**config.mk**
```make
export PLATFORM = sky130hd
export DESIGN_NAME = srld_top
export DESIGN_NICKNAME = d
export VERILOG_FILES = /design/src/hw/srld_pkg.sv /design/src/hw/srld_top.sv
export VERILOG_INCLUDE_DIRS = /design/src /design/src/hw
export SDC_FILE = /design/constraint.sdc
export NUM_CORES = 1
export LEC_CHECK = 0
export BUFFER_PORTS_ARGS = -buffer_cell sky130_fd_sc_hd__clkbuf_2
export CAP_MARGIN = 20
export CORE_ASPECT_RATIO = 1.5
export CORE_UTILIZATION = 58
export DETAILED_ROUTE_END_ITERATION = 8
export PLACE_DENSITY_LB_ADDON = 0.2
export SLEW_MARGIN = 20
export SYNTH_ARGS = -nofsm -noshare
export SYNTH_HDL_FRONTEND = slang
export SYNTH_SLANG_ARGS = --single-unit
```
**constraint.sdc**
```tcl
create_clock -name clock -period 3.6 [get_ports clock]
set_input_delay 0.54 -clock clock [delete_from_list [all_inputs] [get_ports clock]]
set_output_delay 0.54 -clock clock [all_outputs]
set_load 0.005 [all_outputs]
```
**src/hw/srld_regs.svh**
```systemverilog
// Timing counts and bit map constants for the serial relay latch driver
`ifndef SRLD_REGS_SVH
`define SRLD_REGS_SVH

// --------------------------------------------------------------------
// Chain geometry
// --------------------------------------------------------------------
`define SRLD_STAGE_BITS      8
`define SRLD_STAGE_COUNT     3
`define SRLD_CHAIN_BITS      24

// --------------------------------------------------------------------
// Relay bit mapping inside the latched word
// --------------------------------------------------------------------
`define SRLD_INPUT_LSB       0
`define SRLD_INPUT_COUNT     12
`define SRLD_POLE_BIT        12
`define SRLD_USED_MASK       24'h001FFF

// --------------------------------------------------------------------
// Reset values
// --------------------------------------------------------------------
`define SRLD_CHAIN_RESET     24'h000000
`define SRLD_DRIVE_OFF       13'h1FFF

// --------------------------------------------------------------------
// Power supervisor hold time after the supply is reported good
// --------------------------------------------------------------------
`define SRLD_CLOCK_MHZ       10
`define SRLD_PWR_HOLD_US     20
`define SRLD_PWR_HOLD_CYC    (`SRLD_PWR_HOLD_US * `SRLD_CLOCK_MHZ)

`endif

```
**src/hw/srld_pkg.sv**
```systemverilog
// Types shared by the serial relay latch driver
package srld_pkg;

  // Power supervisor states
  typedef enum logic [1:0]
  {
    SRLD_PWR_OFF,
    SRLD_PWR_HOLD,
    SRLD_PWR_ON
  } srld_pwr_state_t;

endpackage

```
**src/hw/srld_top.sv**
```systemverilog
// Serial relay latch driver: shift chain, output latch, power supervisor
//
// What this block does
// - Update is exactly three bytes, serially shifted
// - Data bit captured on each serial clock
// - Stage overflow feeds next stage serial input
// - Strobe high transfers chain into output latch
// - Driver outputs low energize their relays
// - Disabled outputs energize no relay at all
// - Supervisor blocks actuation during power transitions
// - Enable active low, held high during transition
// - One bit selects 2-pole or 4-pole configuration
// - Twelve bits each drive one input relay
`timescale 1ns/1ps
`default_nettype none
`include "srld_regs.svh"

module srld_top
#(
  parameter int STAGE_BITS  = `SRLD_STAGE_BITS,
  parameter int STAGE_COUNT = `SRLD_STAGE_COUNT,
  parameter int HOLD_CYC    = `SRLD_PWR_HOLD_CYC
)
(
  input  wire logic        clock,
  input  wire logic        reset_n,
  input  wire logic        serial_clk,
  input  wire logic        serial_data,
  input  wire logic        strobe,
  input  wire logic        supply_good,
  output var  logic        cascade_out,
  output var  logic        output_enable_n,
  output var  logic [11:0] input_relay_n,
  output var  logic        pole_config_relay_n
);

  // ------------------------------------------------------------------
  // Elaboration checks
  // ------------------------------------------------------------------
  localparam int CHAIN = STAGE_BITS * STAGE_COUNT;

  // Relay bit map is fixed for a 24-bit chain, so refuse anything else
  if (CHAIN != `SRLD_CHAIN_BITS)
    $error("srld_top: chain must be 24 bits");
  if (HOLD_CYC < 1)
    $error("srld_top: HOLD_CYC must be at least 1");

  // ------------------------------------------------------------------
  // Reset release
  // ------------------------------------------------------------------
  logic rst_meta_reg;                   // First reset stage
  logic rst_n_reg;                      // Released reset used below

  // Assert at once, release two clocks later
  always_ff @(posedge clock or negedge reset_n)
  begin
    if (!reset_n)
    begin
      rst_meta_reg <= 1'b0;
      rst_n_reg    <= 1'b0;
    end
    else
    begin
      rst_meta_reg <= 1'b1;
      rst_n_reg    <= rst_meta_reg;
    end
  end

  // ------------------------------------------------------------------
  // Pin synchronisers
  // ------------------------------------------------------------------
  logic [3:0] pin_meta_reg;             // First stage, read by stage two only
  logic [3:0] pin_sync_reg;             // Safe copies of the pins
  logic       sclk_last_reg;            // Serial clock one cycle ago

  // Two flops per pin since all four are asynchronous to the system clock
  always_ff @(posedge clock or negedge rst_n_reg)
  begin
    if (!rst_n_reg)
    begin
      pin_meta_reg  <= 4'h0;
      pin_sync_reg  <= 4'h0;
      sclk_last_reg <= 1'b0;
    end
    else
    begin
      pin_meta_reg  <= {supply_good, strobe, serial_data, serial_clk};
      pin_sync_reg  <= pin_meta_reg;
      sclk_last_reg <= pin_sync_reg[0];
    end
  end

  wire sclk_s   = pin_sync_reg[0];      // Synchronised serial clock
  wire data_s   = pin_sync_reg[1];      // Synchronised data bit
  wire strobe_s = pin_sync_reg[2];      // Synchronised strobe level
  wire good_s   = pin_sync_reg[3];      // Synchronised supply status

  // Rising serial clock: data was set up a full host half period before
  wire shift_en = sclk_s & ~sclk_last_reg;

  // ------------------------------------------------------------------
  // Shift chain: three cascaded eight-bit stages
  // ------------------------------------------------------------------
  logic [CHAIN-1:0] chain_reg;          // Serial shift path
  logic [CHAIN-1:0] chain_next;         // Chain after one shift
  logic [STAGE_COUNT:0] link;           // Stage serial inputs and overflows

  assign link[0] = data_s;

  // Each stage after the first shifts in from the previous stage's overflow bit
  for (genvar s = 0; s < STAGE_COUNT; s++)
  begin : g_stage
    assign chain_next[s*STAGE_BITS +: STAGE_BITS] =
      {chain_reg[s*STAGE_BITS +: STAGE_BITS-1], link[s]};
    assign link[s+1] = chain_reg[s*STAGE_BITS + STAGE_BITS - 1];
  end

  // One bit per serial clock edge; 24 edges load a full update
  always_ff @(posedge clock or negedge rst_n_reg)
  begin
    if (!rst_n_reg)
      chain_reg <= `SRLD_CHAIN_RESET;
    else if (shift_en)
      chain_reg <= chain_next;
  end

  // ------------------------------------------------------------------
  // Output latch
  // ------------------------------------------------------------------
  logic [CHAIN-1:0] latch_reg;          // Relay pattern in force

  // Transparent while strobe is high, holds otherwise
  always_ff @(posedge clock or negedge rst_n_reg)
  begin
    if (!rst_n_reg)
      latch_reg <= `SRLD_CHAIN_RESET;
    else if (strobe_s)
      latch_reg <= chain_reg;
  end

  // ------------------------------------------------------------------
  // Power supervisor
  // ------------------------------------------------------------------
  srld_pkg::srld_pwr_state_t pwr_reg;   // Supervisor state
  srld_pkg::srld_pwr_state_t pwr_next;  // Next supervisor state
  logic [31:0] hold_reg;                // Cycles spent in hold; zero in other states
  logic [31:0] hold_next;               // Next hold count

  wire hold_done = (hold_reg >= 32'(HOLD_CYC - 1));

  // Supply must stay good for the hold time before relays may move
  always_comb
  begin
    pwr_next  = pwr_reg;
    hold_next = 32'h0000_0000;
    case (pwr_reg)
      srld_pkg::SRLD_PWR_OFF:
        if (good_s)
          pwr_next = srld_pkg::SRLD_PWR_HOLD;
      srld_pkg::SRLD_PWR_HOLD:
        if (!good_s)
          pwr_next = srld_pkg::SRLD_PWR_OFF;
        else if (hold_done)
          pwr_next = srld_pkg::SRLD_PWR_ON;
        else
          hold_next = hold_reg + 32'h0000_0001;
      srld_pkg::SRLD_PWR_ON:
        if (!good_s)
          pwr_next = srld_pkg::SRLD_PWR_OFF;
      default:
        pwr_next = srld_pkg::SRLD_PWR_OFF;
    endcase
  end

  always_ff @(posedge clock or negedge rst_n_reg)
  begin
    if (!rst_n_reg)
    begin
      pwr_reg  <= srld_pkg::SRLD_PWR_OFF;
      hold_reg <= 32'h0000_0000;
    end
    else
    begin
      pwr_reg  <= pwr_next;
      hold_reg <= hold_next;
    end
  end

  // Enabled only in steady power; drop happens the cycle good falls
  wire enable_next = (pwr_next == srld_pkg::SRLD_PWR_ON);

  // ------------------------------------------------------------------
  // Relay drive
  // ------------------------------------------------------------------
  // Bits 0..11 input relays, bit 12 pole select, 13..23 unused
  wire [CHAIN-1:0] used_bits = latch_reg & `SRLD_USED_MASK;
  wire [11:0] input_drive_n =
    enable_next ? ~used_bits[`SRLD_INPUT_LSB +: `SRLD_INPUT_COUNT]
                : 12'hFFF;
  wire pole_drive_n =
    enable_next ? ~used_bits[`SRLD_POLE_BIT] : 1'b1;

  // All outputs registered; relays off and disabled through reset
  always_ff @(posedge clock or negedge rst_n_reg)
  begin
    if (!rst_n_reg)
    begin
      output_enable_n     <= 1'b1;
      input_relay_n       <= 12'hFFF;
      pole_config_relay_n <= 1'b1;
      cascade_out         <= 1'b0;
    end
    else
    begin
      output_enable_n     <= ~enable_next;
      input_relay_n       <= input_drive_n;
      pole_config_relay_n <= pole_drive_n;
      cascade_out         <= chain_reg[CHAIN-1];
    end
  end

  // ------------------------------------------------------------------
  // Assertions
  // ------------------------------------------------------------------
  disabled_relays_off_a:
    assert property (@(posedge clock) disable iff (!rst_n_reg)
      output_enable_n |-> (input_relay_n == 12'hFFF) && pole_config_relay_n)
    else $error("relay energized while outputs disabled");

  supply_drop_off_a:
    assert property (@(posedge clock) disable iff (!rst_n_reg)
      !good_s |=> output_enable_n)
    else $error("outputs enabled during power transition");

  powerup_hold_a:
    assert property (@(posedge clock) disable iff (!rst_n_reg)
      $rose(good_s) |=> output_enable_n[*2])
    else $error("outputs enabled too soon after power good");

  shift_on_edge_a:
    assert property (@(posedge clock) disable iff (!rst_n_reg)
      shift_en |=> chain_reg[0] == $past(data_s))
    else $error("data bit not captured on serial clock");

  stage_cascade_a:
    assert property (@(posedge clock) disable iff (!rst_n_reg)
      shift_en |=> chain_reg[8] == $past(chain_reg[7]) &&
                   chain_reg[16] == $past(chain_reg[15]))
    else $error("stage overflow not passed down the chain");

  chain_quiet_a:
    assert property (@(posedge clock) disable iff (!rst_n_reg)
      !shift_en |=> $stable(chain_reg))
    else $error("chain moved without serial clock");

  latch_hold_a:
    assert property (@(posedge clock) disable iff (!rst_n_reg)
      !strobe_s |=> $stable(latch_reg))
    else $error("latch changed without strobe");

  strobe_load_a:
    assert property (@(posedge clock) disable iff (!rst_n_reg)
      strobe_s |=> latch_reg == $past(chain_reg))
    else $error("strobe did not load the chain");

  active_low_a:
    assert property (@(posedge clock) disable iff (!rst_n_reg)
      enable_next |=> input_relay_n == ~$past(latch_reg[11:0]) &&
                      pole_config_relay_n == ~$past(latch_reg[12]))
    else $error("relay drive not active low of latch");

endmodule
`default_nettype wire

```
### Yosys cells after proc, flatten, opt, wreduce, memory -nomap -nowiden

Cells that the tools add are included.
Widths: inputs -> output; s select.

| word-level totals | value |
|---|---|
| output and inout port bits | 15 |
| bits of input ports | 6 |
| memories | 0 |
| flip-flop bits (word level) | 97 |
| memory bits (writable) | 0 |
| latch bits | 0 |
| logic and storage cells | 34 |
| bits in read-only memories | 0 |

| operators by class | value |
|---|---|
| eq/ne operators | 3 |
| $lt $le $gt $ge | 1 |
| reduce and logical (&&, ||, !) cells | 1 |
| $mul | 0 |
| $add $sub $neg | 1 |
| divide/modulo/power cells | 0 |
| shifts and indexed selects | 0 |
| multiplexer cells | 10 |
| bitwise gates (word level) | 5 |

Operators with widths:

| cell | number |
|---|---|
| $mux 32 | 3 |
| $add 32x1->32 const B | 1 |
| $ge 32x8->1 const B | 1 |
| $mux 12 | 1 |
| $not 12->12 | 1 |
| $mux 2 | 4 |
| $pmux 2 s3 | 1 |
| $eq 2x2->1 const B | 2 |
| $not 1->1 | 3 |
| $eq 2x1->1 const B | 1 |
| $logic_not 2->1 | 1 |
| $and 1x1->1 | 1 |
| $mux 1 | 1 |

### Logic depth before layout (Yosys ltp)

| depth | value |
|---|---|
| word-level depth | 6 |
| gate-level depth with buffers | 6 |
| gate-level depth less buffers | 5 |

### Worst setup path after synthesis

OpenSTA, ideal clock, no wires.

| timing path | value |
|---|---|
| path type | flip-flop to flip-flop |
| start point | register hold_reg[0] |
| end point | register hold_reg[2] |
| path buffers | 0 |
| cell stages (with the launch flop) | 6 |
| setup time | 0.074 ns |
| arrival time | 1.607 ns |
| required time | 3.526 ns |
| setup slack | 1.919 ns |
| clock period less this slack | 1.681 ns |
| cell sequence | dfrtp_1 ha_1 a2111o_1 a31oi_2 nand4_2 nor2_1 |

| on the way | value |
|---|---|
| word-level cells in the longest chain between the ends | 4 |
| elaborated cells on any way between the ends | 5 |
| those cells by class | add/sub (1); order compare (1); mux (3) |

RTL lines:

| element | line | text |
|---|---|---|
| start, declared | srld_top.sv:146 | `logic [31:0] hold_reg;` |
| start signal, assigned | srld_top.sv:185 | `hold_reg <= hold_next;` |
| $add 32x1->32 / $ge 32x8->1 (equally long branches) | srld_top.sv:166, srld_top.sv:149 |  |
| $mux 32 * | srld_top.sv:163 | `else if (hold_done)` |
| $mux 32 * | srld_top.sv:161 | `if (!good_s)` |
| $mux 32 * | srld_top.sv:156 | `case (pwr_reg)` |
| via hold_next[2] | srld_top.sv:147 | `logic [31:0] hold_next;` |

Mark *: on every way through the listed nets, which the timed path passes. The rest lies on a longest branch.
A chain may end at the register's enable or synchronous reset.

### Worst setup path after layout

| timing path | value |
|---|---|
| start point | register hold_reg[0] |
| end point | register hold_reg[3] |

The elaborated chain is that of the path after synthesis.

==> qor.csv <==
stage,metric,value,unit
yosys,part of the Yosys area used for sequential elements,73.65,%
yosys,Synth Instances,200,
global_routing,pin count of the biggest net entering global routing,71,
critical_path,Worst setup SP type,flop,
pwr,power share of the sequential group,59.7,%
critical_path,worst path arrival time,2.14,ns
critical_path,Worst Setup End Kind,flop,
clock_network,TritonCTS clock tree,yes,
cells_and_area,final core utilization,69.33,%
sta,FMAX,0.5380,GHz
cells_and_area,Layout Nets,259,
placement,post-DP HPWL,2.653,mm
critical_path,maximum fanout along the worst path,8,
yosys,Yosys reg bits,97,
clock_network,H-Tree Level Count,3,
global_routing,GR Overflow Total,0,
pwr,Worst VDD drop,0.0004197,V
floorplan,Starting Density,60.45,%
cells_and_area,antenna cell count,0,
global_routing,initial antenna violation count,0,
detailed_routing,Total Routed Length,4.144,mm
pwr,P_int,1.830,mW
placement,port bufs,20,
sta,Least-Margin Pin Slew,0.8545,ns
floorplan,die width,63.77,um
placement,dpl cells,310,
floorplan,Top Ports,21,
global_routing,total track usage,16.91,%
run_status,status,"complete, no violations",
critical_path,crit path kind,flop to flop,
placement,global placement routability congestion,0.7026,
cells_and_area,post-route insts no fill,327,
hold_path,Min-Delay Path Class,primary input to flop,
pwr,Switch Pwr,528.6,uW
clock_network,CTS sink cnt,97,
cells_and_area,Fill cells,380,
sta,final period utilization,51.63,%
critical_path,critical path required time,3.89,ns
yosys,Yosys warnings,0,
sta,RSZ-0062 raised after global routing,no,
detailed_routing,Initial DRC Count,87,
floorplan,number of core rows,33,
yosys,post-synth cell types,32,
floorplan,Core ar.,5492,um2
cells_and_area,Syn-to-layout area delta,14.70,%
clock_network,CTS Buffer Depth,2,
yosys,"Avg Cell Area, Syn",16.60,um2
flow_run,max-cap check violation count,0,
sta,Final TNS setup,0,ns
floorplan,die height,94.66,um
pwr,Leakage,1.735,nW
sta,Clock Skews,0.01064,ns
pwr,Gate power share,9.5,%
sta,max-slew violations,0,
clock_network,clk_lat worst skew,0.35,ns
clock_network,clk root buf,clkbuf_8,
detailed_routing,Vias/cell,4.920,
clock_network,clock slew at reported path FFs,0.09,ns
floorplan,die area,6036,um2
sta,crit path time final,1.859,ns
detailed_routing,router iterations before antenna repair,4,
global_routing,vias in the first global route,1595,
detailed_routing,WL/cell,12.67,um
detailed_routing,number of remaining DRC errors,0,
sta,Final setup viols,0,
cells_and_area,max FFs per register,32,
sta,WHS,0.2888,ns
cells_and_area,"commonest non-fill, non-tap cell in the layout",dfrtp_1,
sta,max_slew headroom,43.03,%
cells_and_area,fraction of layout cells with a size suffix above 1,40.86,%
cells_and_area,final instance area,3807,um2
detailed_routing,DR vias,1609,
placement,area of placed instances,3586,um2
detailed_routing,remaining antenna violation count after routing,0,
pwr,Clk pwr share,30.8,%
pwr,sw frac,22.41,%
sta,Fin. Hold Viols,0,
cells_and_area,most frequent cells in the layout,"dfrtp_1 (82), mux2_2 (37), conb_1 (25)",
pwr,pwr/cell area,619.6,nW/um2
cells_and_area,Reg area,2449,um2
yosys,Synth Cell Area,3319,um2
cells_and_area,multi-input combinational cell area,928.4,um2
clock_network,Num CTS Buffers,9,
global_routing,first-pass GRT wire length,7.272,mm
path summary, 6_finish.rpt:
| kind | from | to | slack (ns) | cells after the start |
|---|---|---|---|---|
| worst max-delay path | hold_reg[0] | hold_reg[3] | 1.74 | 5 |
| worst min-delay path | strobe | pin_meta_reg[2] | 0.29 | 1 |
| worst max register to register | hold_reg[0] | hold_reg[3] | 1.74 | 5 |
| worst min register to register | pin_meta_reg[3] | pin_sync_reg[3] | 0.34 | 0 |
| max in group asynchronous | rst_n_reg | hold_reg[22] | 2.29 | 1 |
| min in group asynchronous | rst_n_reg | pin_meta_reg[1] | 0.43 | 0 |
synthesized netlist by cell type:
master / number / area, um2
o21ai_0: 5 / 25.02
nand3_1: 7 / 35.03
o31ai_2: 1 / 12.51
nor4_1: 4 / 25.02
a211oi_2: 1 / 12.51
xor2_1: 5 / 43.79
xnor2_1: 1 / 8.760
ha_1: 1 / 12.51
and4_2: 1 / 10.01
or4_4: 2 / 22.52
clkbuf_1: 1 / 3.750
buf_2: 2 / 10.01
conb_1: 2 / 7.510
a2111o_1: 1 / 11.26
dfstp_2: 14 / 367.9
or2_1: 1 / 6.260
dfrtp_1: 83 / 2077
nand2_1: 1 / 3.750
nor2_1: 9 / 33.78
nand4_2: 1 / 12.51
o21ai_2: 9 / 78.83
buf_4: 1 / 7.510
and3_1: 2 / 12.51
mux2_2: 37 / 416.7
nor2_4: 1 / 11.26
nand3b_1: 1 / 7.510
nor2b_1: 1 / 6.260
buf_6: 1 / 11.26
buf_1: 1 / 3.750
nand2b_1: 1 / 6.260
inv_1: 1 / 3.750
a31oi_2: 1 / 12.51
metrics by stage:
step,worst slack [ns],power (mW)
2_1_floorplan,0.7224,1.580
6_report,1.741,2.359
3_3_place_gp,1.792,1.646
3_5_place_dp,1.756,1.660
5_1_grt,1.533,2.474
4_1_cts,1.715,2.388
critical path, stage by stage, from the launching register on:
cell and delay [ns]:
dfrtp_1 0.42, ha_1 0.26, a2111o_1 0.46, a31oi_2 0.24
nand4_2 0.24, nor2_1 0.17
layer usage:
layer | vias up | part of all wire (%) | global-route usage [%]
met5 | - | 0 | 0
met1 | 808 | 45 | 20.71
met2 | 22 | 49 | 25.62
met4 | 0 | 3.4 | 12.50
met3 | 12 | 2.7 | 4.710
li1 | 767 | - | -
power groups by stage:
stage / logic (mW) / clock network, mW / registers (mW)
after global placement: 0.218 / 0 / 1.43
final: 0.225 / 0.726 / 1.41
after floorplan: 0.180 / 0 / 1.40
after detailed placement: 0.226 / 0 / 1.43
after CTS: 0.229 / 0.747 / 1.41
after global routing: 0.248 / 0.788 / 1.44
logic make-up (layout without fill, tap and decap cells):
family,after synthesis,after routing,synth area share [%]
buffers and inverters,7,41,1.206
other,2,25,0.2262
AOI/OAI and AO/OA,18,18,4.598
xor gates and xnor gates,6,6,1.583
muxes,37,37,12.55
DFF,97,97,73.65
adders and majority gates,1,1,0.3769
and+or+nand+nor,32,32,5.805
area by class of cell:
type	count	share of cell area (%)
clock buffer	13	3.648
clock inverter	3	1.775
inverter	1	0.09859
multi-input combinational	119	24.38
sequential	97	64.31
tap	70	2.300
timing repair buffer	24	3.483
timing repair:
item | CTS | global route
resized for setup | 0 | 0
hold buffers | 1 | 0
buffers inserted | 0 | 0
endpoints found under the hold margin | 2 | 0
No activity file was read; power rests on OpenSTA's default activity.
